## src/hdl/cag_consts.svh

```systemverilog
// Purpose: Constants for the address generation block.
// Assumes: 16-bit address space, four banks of eight byte registers.
// Notes: Offsets and field positions are macros; types live in the package.
// Function
// RULE1: Sequential fetch advances the program counter by one per fetched byte.
// RULE2: Relative target is sign-extended displacement plus next instruction start.
// RULE3: Short branch and all conditional branches use the relative target.
// RULE4: Long call and long branch load the full 16-bit immediate.
// RULE5: Fast call target is 11-bit immediate placed in 0800H to 0FFFH.
// RULE6: Table call reads 16-bit entry at 40H-7FH indexed by opcode bits 1-5.
// RULE7: Register-pair branch copies the accumulator pair into the program counter.
// RULE8: Multiply takes accumulator byte times auxiliary byte, product to pair.
// RULE9: Word divide reads dividend from accumulator pair, writes quotient there.
// RULE10: Decimal adjust and digit rotations implicitly use the accumulator byte.
// RULE11: Register operand uses bank flags and a 3-bit opcode register field.
// RULE12: Direct addressing uses the 16-bit immediate unchanged.
// RULE13: Short direct sets bit 8 only for immediates 00H to 1FH.
// RULE14: Short direct window covers RAM FE20H-FEFFH and registers FF00H-FF1FH.
// RULE15: Software gives only even addresses for word short direct access.
// RULE16: Special register addressing uses 8-bit immediate over 240 bytes.
// RULE17: Word special register access names only even word-capable registers.
// RULE18: Register indirect uses the selected pointer pair of the current bank.
// RULE19: Based address adds zero-extended offset to base pair, carry dropped.
// RULE20: General registers sit at FEE0H-FEFFH as four banks of eight.
// RULE21: Special register address has FFH as its upper byte.
`ifndef CAG_CONSTS_SVH
`define CAG_CONSTS_SVH
`define CAG_FAST_CALL_BASE   16'h0800
`define CAG_TABLE_BASE       16'h0040
`define CAG_SHORT_HIGH_BYTE  8'hFE
`define CAG_SHORT_LIMIT      8'h20
`define CAG_SFR_HIGH_BYTE    8'hFF
`define CAG_GREG_BASE        16'hFEE0
`define CAG_REG_X            3'h0
`define CAG_REG_A            3'h1
`define CAG_PAIR_AX          2'h0
`define CAG_PAIR_DE          2'h2
`define CAG_PAIR_HL          2'h3
`endif

```

## src/hdl/cag_pkg.sv

```systemverilog
// Purpose: Types for the address generation block.
// Assumes: Used only through scoped names.
// Notes: Command encodings carry no fixed codes.
package cag_pkg;
    typedef enum logic [3:0] {
        CAG_PC_HOLD, CAG_PC_SEQ, CAG_PC_REL, CAG_PC_IMM16, CAG_PC_FAST,
        CAG_PC_TABLE, CAG_PC_PAIR
    } cag_pc_op_t;
    typedef enum logic [3:0] {
        CAG_EA_NONE, CAG_EA_REG, CAG_EA_DIRECT, CAG_EA_SHORT, CAG_EA_SFR,
        CAG_EA_INDIRECT, CAG_EA_BASED, CAG_EA_UNSIGNED_MULTIPLY_OP, CAG_EA_WORD_DIVISION_OP, CAG_EA_ACC
    } cag_ea_op_t;
    typedef struct packed {
        cag_pc_op_t  pc_op;
        cag_ea_op_t  ea_op;
        logic [15:0] imm16;
        logic [7:0]  opcode;
        logic [1:0]  bank;
        logic        pair_hl;
    } cag_req_t;
    typedef struct packed {
        logic [15:0] addr;
        logic [15:0] addr_hi;
        logic        word;
        logic        valid;
    } cag_ea_t;
    typedef enum {CAG_IDLE, CAG_TBL_LO, CAG_TBL_HI} cag_state_t;
endpackage

```

## src/hdl/cag_regfile.sv

```systemverilog
// Purpose: General register storage, four banks of eight bytes.
// Assumes: Two read ports, registered read data; one byte write port.
// Notes: Index is bank times eight plus register number.
`timescale 1ns/100ps
module cag_regfile #(
    parameter int DEPTH = 32
) (
    input  wire logic        clk,
    input  wire logic [4:0]  ra_idx,
    input  wire logic [4:0]  rb_idx,
    input  wire logic        we,
    input  wire logic [4:0]  w_idx,
    input  wire logic [7:0]  w_data,
    output      logic [7:0]  ra_data,
    output      logic [7:0]  rb_data
);
    logic [7:0] mem [DEPTH];

    always_ff @(posedge clk) begin
        if (we) begin
            mem[w_idx] <= w_data;
        end
        ra_data <= mem[ra_idx];
        rb_data <= mem[rb_idx];
    end
endmodule // cag_regfile

```

## src/hdl/cag_top.sv

```systemverilog
// Purpose: Program counter and operand address generation of an 8-bit core.
// Assumes: One request per idle cycle; table entries arrive on the memory read port.
// Notes: PC and EA results come out one cycle after the request, the product two, table calls take three.
`timescale 1ns/100ps
`include "cag_consts.svh"
module cag_top (
    input  wire logic             MCLK,
    input  wire logic             ARST_N,
    input  wire logic             REQ_VALID,
    input  wire cag_pkg::cag_req_t REQ,
    input  wire logic [1:0]       FETCH_BYTES,
    input  wire logic [7:0]       MEM_RDATA,
    input  wire logic             REG_WE,
    input  wire logic [4:0]       REG_WIDX,
    input  wire logic [7:0]       REG_WDATA,
    output      logic [15:0]      PC,
    output      logic             PC_VALID,
    output      logic [15:0]      TBL_ADDR,
    output      logic             TBL_RD,
    output      cag_pkg::cag_ea_t EA,
    output      logic [15:0]      PRODUCT,
    output      logic             BUSY
);
    logic rst_meta_q, rst_n_q;
    always_ff @(posedge MCLK or negedge ARST_N) begin
        if (!ARST_N) begin
            rst_meta_q <= 1'b0;
            rst_n_q    <= 1'b0;
        end else begin
            rst_meta_q <= 1'b1;
            rst_n_q    <= rst_meta_q;
        end
    end

    function automatic logic [4:0] reg_index(input logic [1:0] bank,
                                             input logic [2:0] num);
        reg_index = {bank, num}; // RULE11 RULE20
    endfunction

    // Byte address of a general register: base plus bank times eight plus register number.
    function automatic logic [15:0] greg_addr(input logic [1:0] bank,
                                              input logic [2:0] num);
        greg_addr = `CAG_GREG_BASE | {11'h000, reg_index(bank, num)}; // RULE20
    endfunction

    // Shadow copy of the register file so pairs are readable combinationally.
    logic [7:0] greg_q [32];
    logic [7:0] greg_d [32];
    always_comb begin
        greg_d = greg_q;
        if (REG_WE) begin
            greg_d[REG_WIDX] = REG_WDATA;
        end
    end
    always_ff @(posedge MCLK or negedge rst_n_q) begin
        if (!rst_n_q) begin
            for (int i = 0; i < 32; i++) begin
                greg_q[i] <= 8'h00;
            end
        end else begin
            greg_q <= greg_d;
        end
    end

    function automatic logic [15:0] pair_val(input logic [1:0] bank,
                                             input logic [1:0] pr);
        pair_val = {greg_q[reg_index(bank, {pr, 1'b1})],
                    greg_q[reg_index(bank, {pr, 1'b0})]};
    endfunction

    logic [7:0] rf_a, rf_b;
    cag_regfile #(.DEPTH(32)) u_rf (
        .clk    (MCLK),
        .ra_idx (reg_index(REQ.bank, `CAG_REG_A)),
        .rb_idx (reg_index(REQ.bank, `CAG_REG_X)),
        .we     (REG_WE),
        .w_idx  (REG_WIDX),
        .w_data (REG_WDATA),
        .ra_data(rf_a),
        .rb_data(rf_b)
    );

    cag_pkg::cag_state_t state_q, state_d;
    logic [15:0] pc_q, pc_d, tbl_q, tbl_d;
    logic        pcv_q, pcv_d, tblrd_q, tblrd_d, mul_q, mul_d;
    // Busy is kept in its own flop so the output does not ripple through the state decode.
    logic        busy_q, busy_d;
    logic [7:0]  lo_q, lo_d;
    cag_pkg::cag_ea_t ea_q, ea_d;
    logic [15:0] prod_q, prod_d;
    logic [15:0] next_seq;
    logic [7:0]  disp;

    always_comb begin
        state_d  = state_q;
        pc_d     = pc_q;
        pcv_d    = 1'b0;
        tbl_d    = tbl_q;
        tblrd_d  = 1'b0;
        lo_d     = lo_q;
        ea_d     = '0;
        mul_d    = 1'b0;
        prod_d   = prod_q;
        next_seq = pc_q + {14'h0000, FETCH_BYTES}; // RULE1
        disp     = REQ.imm16[7:0];
        if (mul_q) begin
            // Both factors are widened first so the upper product byte is never lost.
            prod_d = {8'h00, rf_a} * {8'h00, rf_b}; // RULE8
        end
        case (state_q)
            cag_pkg::CAG_IDLE: begin
                if (REQ_VALID) begin
                    case (REQ.pc_op)
                        cag_pkg::CAG_PC_SEQ: begin
                            pc_d  = next_seq; // RULE1
                            pcv_d = 1'b1;
                        end
                        cag_pkg::CAG_PC_REL: begin
                            pc_d  = next_seq + {{8{disp[7]}}, disp}; // RULE2 RULE3
                            pcv_d = 1'b1;
                        end
                        cag_pkg::CAG_PC_IMM16: begin
                            pc_d  = REQ.imm16; // RULE4
                            pcv_d = 1'b1;
                        end
                        cag_pkg::CAG_PC_FAST: begin
                            pc_d  = `CAG_FAST_CALL_BASE | {5'h00, REQ.imm16[10:0]}; // RULE5
                            pcv_d = 1'b1;
                        end
                        cag_pkg::CAG_PC_TABLE: begin
                            tbl_d   = `CAG_TABLE_BASE | {10'h000, REQ.opcode[5:1], 1'b0}; // RULE6
                            tblrd_d = 1'b1;
                            state_d = cag_pkg::CAG_TBL_LO;
                        end
                        cag_pkg::CAG_PC_PAIR: begin
                            pc_d  = pair_val(REQ.bank, `CAG_PAIR_AX); // RULE7
                            pcv_d = 1'b1;
                        end
                        default: begin
                            pc_d = pc_q;
                        end
                    endcase
                    ea_d.valid = (REQ.ea_op != cag_pkg::CAG_EA_NONE);
                    case (REQ.ea_op)
                        cag_pkg::CAG_EA_REG: begin
                            ea_d.addr = greg_addr(REQ.bank, REQ.opcode[2:0]); // RULE11
                        end
                        cag_pkg::CAG_EA_DIRECT: begin
                            ea_d.addr = REQ.imm16; // RULE12
                        end
                        cag_pkg::CAG_EA_SHORT: begin
                            ea_d.addr = {`CAG_SHORT_HIGH_BYTE, 8'h00}
                                | {7'h00, REQ.imm16[7:0] < `CAG_SHORT_LIMIT,
                                   REQ.imm16[7:0]}; // RULE13 RULE14
                        end
                        cag_pkg::CAG_EA_SFR: begin
                            ea_d.addr = {`CAG_SFR_HIGH_BYTE, REQ.imm16[7:0]}; // RULE16 RULE21
                        end
                        cag_pkg::CAG_EA_INDIRECT: begin
                            ea_d.addr = pair_val(REQ.bank,
                                REQ.pair_hl ? `CAG_PAIR_HL : `CAG_PAIR_DE); // RULE18
                        end
                        cag_pkg::CAG_EA_BASED: begin
                            ea_d.addr = pair_val(REQ.bank, `CAG_PAIR_HL)
                                + {8'h00, REQ.imm16[7:0]}; // RULE19
                        end
                        cag_pkg::CAG_EA_UNSIGNED_MULTIPLY_OP: begin
                            ea_d.addr = greg_addr(REQ.bank, `CAG_REG_X); // RULE8
                            ea_d.word = 1'b1;
                            mul_d     = 1'b1;
                        end
                        cag_pkg::CAG_EA_WORD_DIVISION_OP: begin
                            ea_d.addr = greg_addr(REQ.bank, `CAG_REG_X); // RULE9
                            ea_d.word = 1'b1;
                        end
                        cag_pkg::CAG_EA_ACC: begin
                            ea_d.addr = greg_addr(REQ.bank, `CAG_REG_A); // RULE10
                        end
                        default: begin
                            ea_d.addr = 16'h0000;
                        end
                    endcase
                    ea_d.addr_hi = ea_d.addr + 16'h0001;
                end
            end
            cag_pkg::CAG_TBL_LO: begin
                lo_d    = MEM_RDATA;
                tbl_d   = tbl_q + 16'h0001;
                tblrd_d = 1'b1;
                state_d = cag_pkg::CAG_TBL_HI;
            end
            cag_pkg::CAG_TBL_HI: begin
                pc_d    = {MEM_RDATA, lo_q}; // RULE6
                pcv_d   = 1'b1;
                state_d = cag_pkg::CAG_IDLE;
            end
            default: begin
                state_d = cag_pkg::CAG_IDLE;
            end
        endcase
        busy_d = (state_d != cag_pkg::CAG_IDLE);
    end

    always_ff @(posedge MCLK or negedge rst_n_q) begin
        if (!rst_n_q) begin
            state_q <= cag_pkg::CAG_IDLE;
            pc_q    <= 16'h0000;
            pcv_q   <= 1'b0;
            tbl_q   <= 16'h0000;
            tblrd_q <= 1'b0;
            lo_q    <= 8'h00;
            ea_q    <= '0;
            mul_q   <= 1'b0;
            prod_q  <= 16'h0000;
            busy_q  <= 1'b0;
        end else begin
            state_q <= state_d;
            pc_q    <= pc_d;
            pcv_q   <= pcv_d;
            tbl_q   <= tbl_d;
            tblrd_q <= tblrd_d;
            lo_q    <= lo_d;
            ea_q    <= ea_d;
            mul_q   <= mul_d;
            prod_q  <= prod_d;
            busy_q  <= busy_d;
        end
    end

    assign PC       = pc_q;
    assign PC_VALID = pcv_q;
    assign TBL_ADDR = tbl_q;
    assign TBL_RD   = tblrd_q;
    assign EA       = ea_q;
    assign PRODUCT  = prod_q;
    assign BUSY     = busy_q;
endmodule // cag_top

```

## config.mk

```make
export PLATFORM = sky130hd
export DESIGN_NAME = cag_top
export DESIGN_NICKNAME = d
export VERILOG_FILES = /design/src/hdl/cag_pkg.sv /design/src/hdl/cag_regfile.sv /design/src/hdl/cag_top.sv
export VERILOG_INCLUDE_DIRS = /design/src /design/src/hdl
export SDC_FILE = /design/constraint.sdc
export NUM_CORES = 1
export LEC_CHECK = 0
export ABC_AREA = 1
export BUFFER_PORTS_ARGS = -buffer_cell sky130_fd_sc_hd__buf_2
export CORE_ASPECT_RATIO = 0.9
export CORE_UTILIZATION = 30
export CTS_CLUSTER_DIAMETER = 30
export DETAILED_ROUTE_END_ITERATION = 10
export PLACE_DENSITY_LB_ADDON = 0.1
export SLEW_MARGIN = 20
export SYNTH_ARGS = -nofsm -noshare
export SYNTH_HDL_FRONTEND = slang
export SYNTH_HIERARCHICAL = 1
export SYNTH_SLANG_ARGS = --single-unit
```

## constraint.sdc

```tcl
create_clock -name MCLK -period 30.3 [get_ports MCLK]
set_input_delay 6.06 -clock MCLK [delete_from_list [all_inputs] [get_ports MCLK]]
set_output_delay 6.06 -clock MCLK [all_outputs]
set_load 0.01 [all_outputs]
```

# [After elaboration in Yosys (flattened, before gate mapping)]
# Memory sizes are Yosys's and may differ from the RTL's. A register that Yosys moved wholly into a read port is not among the register bits.
# Index checks and enable logic that the tools add are counted.
[totals] register_bits=384 latch_bits=0 mem_bits_rw=256 rom_bits=0 in_bits=62 out_inout_bits=85 elab_cells=148 memories=1
[classes] n_addsub=5 n_mul=1 div_mod_pow=0 n_lt_le_gt_ge=9 eq_ne=20 shift=0 n_mux=48 n_bitwise=7 n_reduce_logical=10
[mem_list] memory="u_rf.mem" depth=32 width=8 read_ports=2 rd_clocked_by_memory_dff=2 write_ports=1 line_no="cag_regfile.sv:17" source="logic [7:0] mem [DEPTH];"
[ops] operator="$bwmux 256" count=1
[ops] operator="$bmux 8 s5" count=6
[ops] operator="$pmux 16 s8" count=1
[ops] operator="$mux 8" count=13
[ops] operator="$mux 16" count=5
[ops] operator="$pmux 16 s5" count=1
[ops] operator="$mux 34" count=2
[ops] operator="$mux 32" count=2
[ops] operator="$pmux 16 s2" count=2
[ops] operator="$pmux 32 s2" count=1
[ops] operator="$ge 6x6->1 const B" count=7
[ops] operator="$not 5->6" count=7
[ops] operator="$demux 8 s5" count=1
[ops] operator="$add 16x1->16 const B" count=2
[ops] operator="$eq 32x1->1 const B" count=1
[ops] operator="$eq 32x2->1 const B" count=1
[ops] operator="$logic_not 32->1" count=1
[ops] operator="$reduce_bool 32->1" count=1
[ops] operator="$eq 4x3->1 const B" count=7
[ops] operator="$add 16x16->16" count=1
[ops] operator="$add 16x2->16" count=1
[ops] operator="$add 16x8->16" count=1
[ops] operator="$eq 4x2->1 const B" count=4
[ops] operator="$mul 8x8->16" count=1
[ops] operator="15 further kinds" count=30

# [Longest topological paths before layout]
[logic_depth] word_depth=11 depth_mapped=26

# [Modules after synthesis]
# The synthesis kept the hierarchy.
[modules_own_cells] module="cag_top" instances=1 cells_each=2369 area_per_inst_um2=18512.8 seq_area_each_um2=8007.7
[modules_own_cells] module="cag_regfile" instances=1 cells_each=1539 area_per_inst_um2=13654.3 seq_area_each_um2=8007.7

# [Worst setup path after synthesis]
# No wires, ideal clock.
[synth_timing] path_kind="in2reg" startpoint="in FETCH_BYTES[0]" endpoint="reg pc_q[14], in the netlist PC[14]" setup_ps=118 arrival_time_ps=8589 required_ps=30182 path_slack_ps=21593 stages=20 n_path_buf=0 cell_sequence="ha_1 -> fa_1 -> nand2_1 -> nor2_1 -> nand2_1 -> nor2_1 -> nand2_1 -> nor2_1 -> nand3_1 -> o21ai_0 -> inv_1 -> ha_1 -> inv_1 -> nor3_1 -> a21oi_1 -> nand2_1 -> or2_2 -> nand3_1 -> nand3_1 -> a21o_1"
[synth_between] elab_chain_len=5
[synth_lines] element="from (decl)" line_no="cag_top.sv:11" source="input wire logic [1:0] FETCH_BYTES,"
[synth_lines] element="$add 16x2->16 *" line_no="cag_top.sv:104" source="next_seq = pc_q + {14'h0000, FETCH_BYTES};"
[synth_lines] element="$add 16x16->16" line_no="cag_top.sv:119" source="pc_d = next_seq + {{8{disp[7]}}, disp};"
[synth_lines] element="$pmux 16 s5 *" line_no="cag_top.sv:113" source="case (REQ.pc_op)"
[synth_lines] element="$mux 16 *" line_no="cag_top.sv:112" source="if (REQ_VALID) begin"
[synth_lines] element="$pmux 16 s2 *" line_no="cag_top.sv:110" source="case (state_q)"
[synth_lines] element="to (signal assigned)" line_no="cag_top.sv:218" source="pc_q <= pc_d;"
[synth_lines] element="to (decl)" line_no="cag_top.sv:84" source="logic [15:0] pc_q, pc_d, tbl_q, tbl_d;"
# Mark *: on every way between the ends. The rest lies on a longest branch, timed or not. The select of a mux whose other input is x is not followed.
# A chain may end at the register's enable or synchronous reset.

==> reports/results.ini <==
[routing]
drt-initial-drc-count = 2140
ant_nets = 0
dr.pass1.iters = 5
num_vias = 27300
routedWlPerCell_um = 20.2
routed_wl_um = 114000
drc = 0
viasPerCell = 4.86

[floorplanning]
dieArea_um2 = 109000
fp.dieW_um = 347
std_cell_rows = 113
io_pins = 147
core_um2 = 106000
die_y_um = 313
initial_core_util = 0.304

[worst_setup_path]
worstSetupPathType = in -> reg
arrival_ns = 10.17
endpoint_kind = flop
critPathRequiredTime_ns = 30.92
cp_max_fo = 34
cp-startpoint = REQ[2]
cp-start-kind = input port
r2r-start = u_rf/ra_data[3]

[sta]
tightest_slew_ns = 1.16
skew_ns = 0.0243
fmax_mhz = 105
tns_ns = 0
rsz0062_at_grt = no
slew_headroom = 0.225
drv_slew = 0
setup_viol = 0
hold_viol = 0
whs_ns = 0.349
finalCritPeriodShare = 0.315
fin_crit_ns = 9.54
setup_ws_ns = 20.76

[final_layout]
area_delta_synth_final_pct = 23.1
fillers = 10800
layout-drive-gt1-share = 0.126
final_area_um2 = 39600
final_net_count = 4244

[global_route]
grt-ovfl-total = 0
grt_use_total = 0.209
grt_max_degree = 149
grt_pass1_vias = 26500
grt_pass1_wl_um = 170000
antenna_found_initial = 11

[yosys]
ys_ff_latch = 592
async_reset_ff_frac = 0.541
synth_edf_count = 256
ys_types = 62
syn_avg_cell_area_um2 = 8.23
ys_warn_count = 6
ys_seq_area_frac = 0.498
synth_area_um2 = 32200
syn_inst = 3908
synth-main-ff-cell = dfrtp_1

[clock_network]
path_clk_slew_ns = 0.05
clk_latency_ns = 0.76
cts_root_buffer = clkbuf_16
post-cts-setup-buffer-count = 0
cts_hold_buf = 0
cts_tree = yes
clockBufferDepth = 3
cts_buffers = 168
cts_resized = 0
htreeDepth = 4
clock-sinks = 592

[power_and_ir_drop]
p_int_w = 0.00225
power.density_nw_per_um2 = 77.8
ir_drop_v = 0.0000698
p_clk_frac = 0.584
power_frac_comb = 0.111
p_leak_nw = 18.2
switchingPower_w = 0.000837
p_seq_frac = 0.305
swShare = 0.272

[placed_design]
gp_congestion = 0.850
place_hpwl_um = 71400
place_area_um2 = 33700
post-place-ws_ns = 20.05
portBuffers = 144

[run]
maxCapViolCount = 0

[hold_path]
worstHoldStart = rst_meta_q
hold_path_class = reg -> reg

[run_status]
run_status = finished, final reports clean

==> final timing paths <==
check | slack (ns) | endpoint | cells after the start
worst max-delay path | 20.76 | EA[17] | 21
worst min-delay path | 0.35 | rst_n_q | 0
worst max register to register | 25.92 | PRODUCT[9] | 18
worst min register to register | 0.35 | rst_n_q | 0
max in group asynchronous | 25.09 | rst_n_q | 1
min in group asynchronous | 0.47 | greg_q[81] | 0
==> power by group through the flow <==
stage                     combinational (W)  sequential (W)  clock, W
final                              0.000343        0.000939   0.00180
after global routing               0.000394        0.000946   0.00188
after CTS                          0.000329        0.000939   0.00183
after detailed placement           0.000327        0.000950         0
after global placement             0.000325        0.000950         0
after floorplan                    0.000247        0.000942         0
==> cells in the mapped netlist (26+ instances only) <==
library cell / number / area share
fa_1: 39 / 0.024
nand3_1: 520 / 0.081
nand2_1: 1377 / 0.16
inv_1: 288 / 0.034
o21ai_0: 236 / 0.037
a21oi_1: 134 / 0.021
edfxtp_1: 256 / 0.24
buf_2: 49 / 0.0076
buf_6: 45 / 0.016
nor3_1: 26 / 0.0040
nor2_1: 195 / 0.023
ha_1: 63 / 0.025
dfrtp_1: 320 / 0.25
xor2_1: 26 / 0.0071
clkbuf_1: 79 / 0.0092
==> sequential cells by signal, indices dropped and copies added, names as in the netlist <==
signal	count
BUSY	1
EA	34
PC	16
PC_VALID	1
PRODUCT	16
TBL_ADDR	16
TBL_RD	1
greg_q	192
lo_q	8
mul_q	1
rst_meta_q	1
rst_n_q	1
state_q	32
u_rf/mem	256
u_rf/ra_data	8
u_rf/rb_data	8
==> worst max-delay path, cell delays in order <==
cell and delay (ns):
buf_2 0.07, buf_4 0.35, buf_4 0.47, nor2_1 0.09, o21ai_1 0.13, nand2_1 0.12
ha_1 0.25, fa_1 0.44, nand3_1 0.13, nand3_1 0.15, nand2_1 0.15, nand2_1 0.13
nand2_1 0.15, nand3_1 0.08, nand2_1 0.23, nand2_1 0.11, inv_1 0.06, nand3_1 0.08
nor3_2 0.39, a21oi_1 0.14, nor2_1 0.33
==> layout by cell type (no fill, tap or decap), types with 8 or more instances in the layout <==
cell type	synthesis	final
nand2_1	1377	1377
nand3_1	520	520
dfrtp_1	320	319
inv_1	288	288
edfxtp_1	256	256
o21ai_0	236	236
nor2_1	195	192
clkbuf_16	0	170
buf_2	49	143
a21oi_1	134	134
ha_1	63	63
conb_1	2	43
fa_1	39	39
clkinv_2	0	30
xor2_1	26	26
nor3_1	26	26
buf_4	25	23
clkbuf_1	79	20
o22ai_1	19	19
bufinv_16	0	19
o211ai_1	18	18
inv_2	17	17
o21ai_1	17	17
clkbuf_8	0	16
dfxtp_1	16	16
nor2_2	12	15
clkinvlp_4	0	14
clkinv_1	1	13
nand2_2	12	12
inv_6	0	11
nand4_1	10	10
clkinv_4	0	9
diode_2	0	8
nor2_4	8	8
or2_2	8	8
==> cell families after synthesis <==
kind of cell / count (synthesis) / synth area share
AND/OR/NAND/NOR: 2202 / 0.290
buffers and inverters: 513 / 0.0756
adder cells (fa/ha/maj): 102 / 0.0488
AO/OA/AOI/OAI: 468 / 0.0795
other: 2 / 0.000233
flip-flops: 592 / 0.498
XOR/XNOR: 29 / 0.00790
==> metrics by stage <==
step                instances  utilization  power, W
finish                   5612        0.374   0.00308
global route             5606        0.374   0.00322
CTS                      5604        0.374   0.00310
detailed placement       5290        0.318   0.00128
global placement         5290        0.318   0.00128
floorplan                3949            -   0.00119
==> cell type report <==
type                    instances  area, µm²  area share
clock inverters               108       1350      0.0340
flip-flops and latches        592      16000       0.404
diodes                          8       20.0    0.000505
clock buffers                 206       4550       0.115
well taps                    1380       1730      0.0436
inverters                     307       1150      0.0292
repair buffers                167        908      0.0229
multi-input cells            2844      13900       0.350
==> layer usage <==
layer / vias to the layer above / wire (µm) / track usage
met5: - / 43 / 0
met4: 8 / 2180 / 0.0634
met3: 163 / 5860 / 0.0367
met2: 705 / 50300 / 0.317
met1: 13200 / 55100 / 0.304
li1: 13300 / - / -
Note: power is estimated with default switching activity, not from simulation.
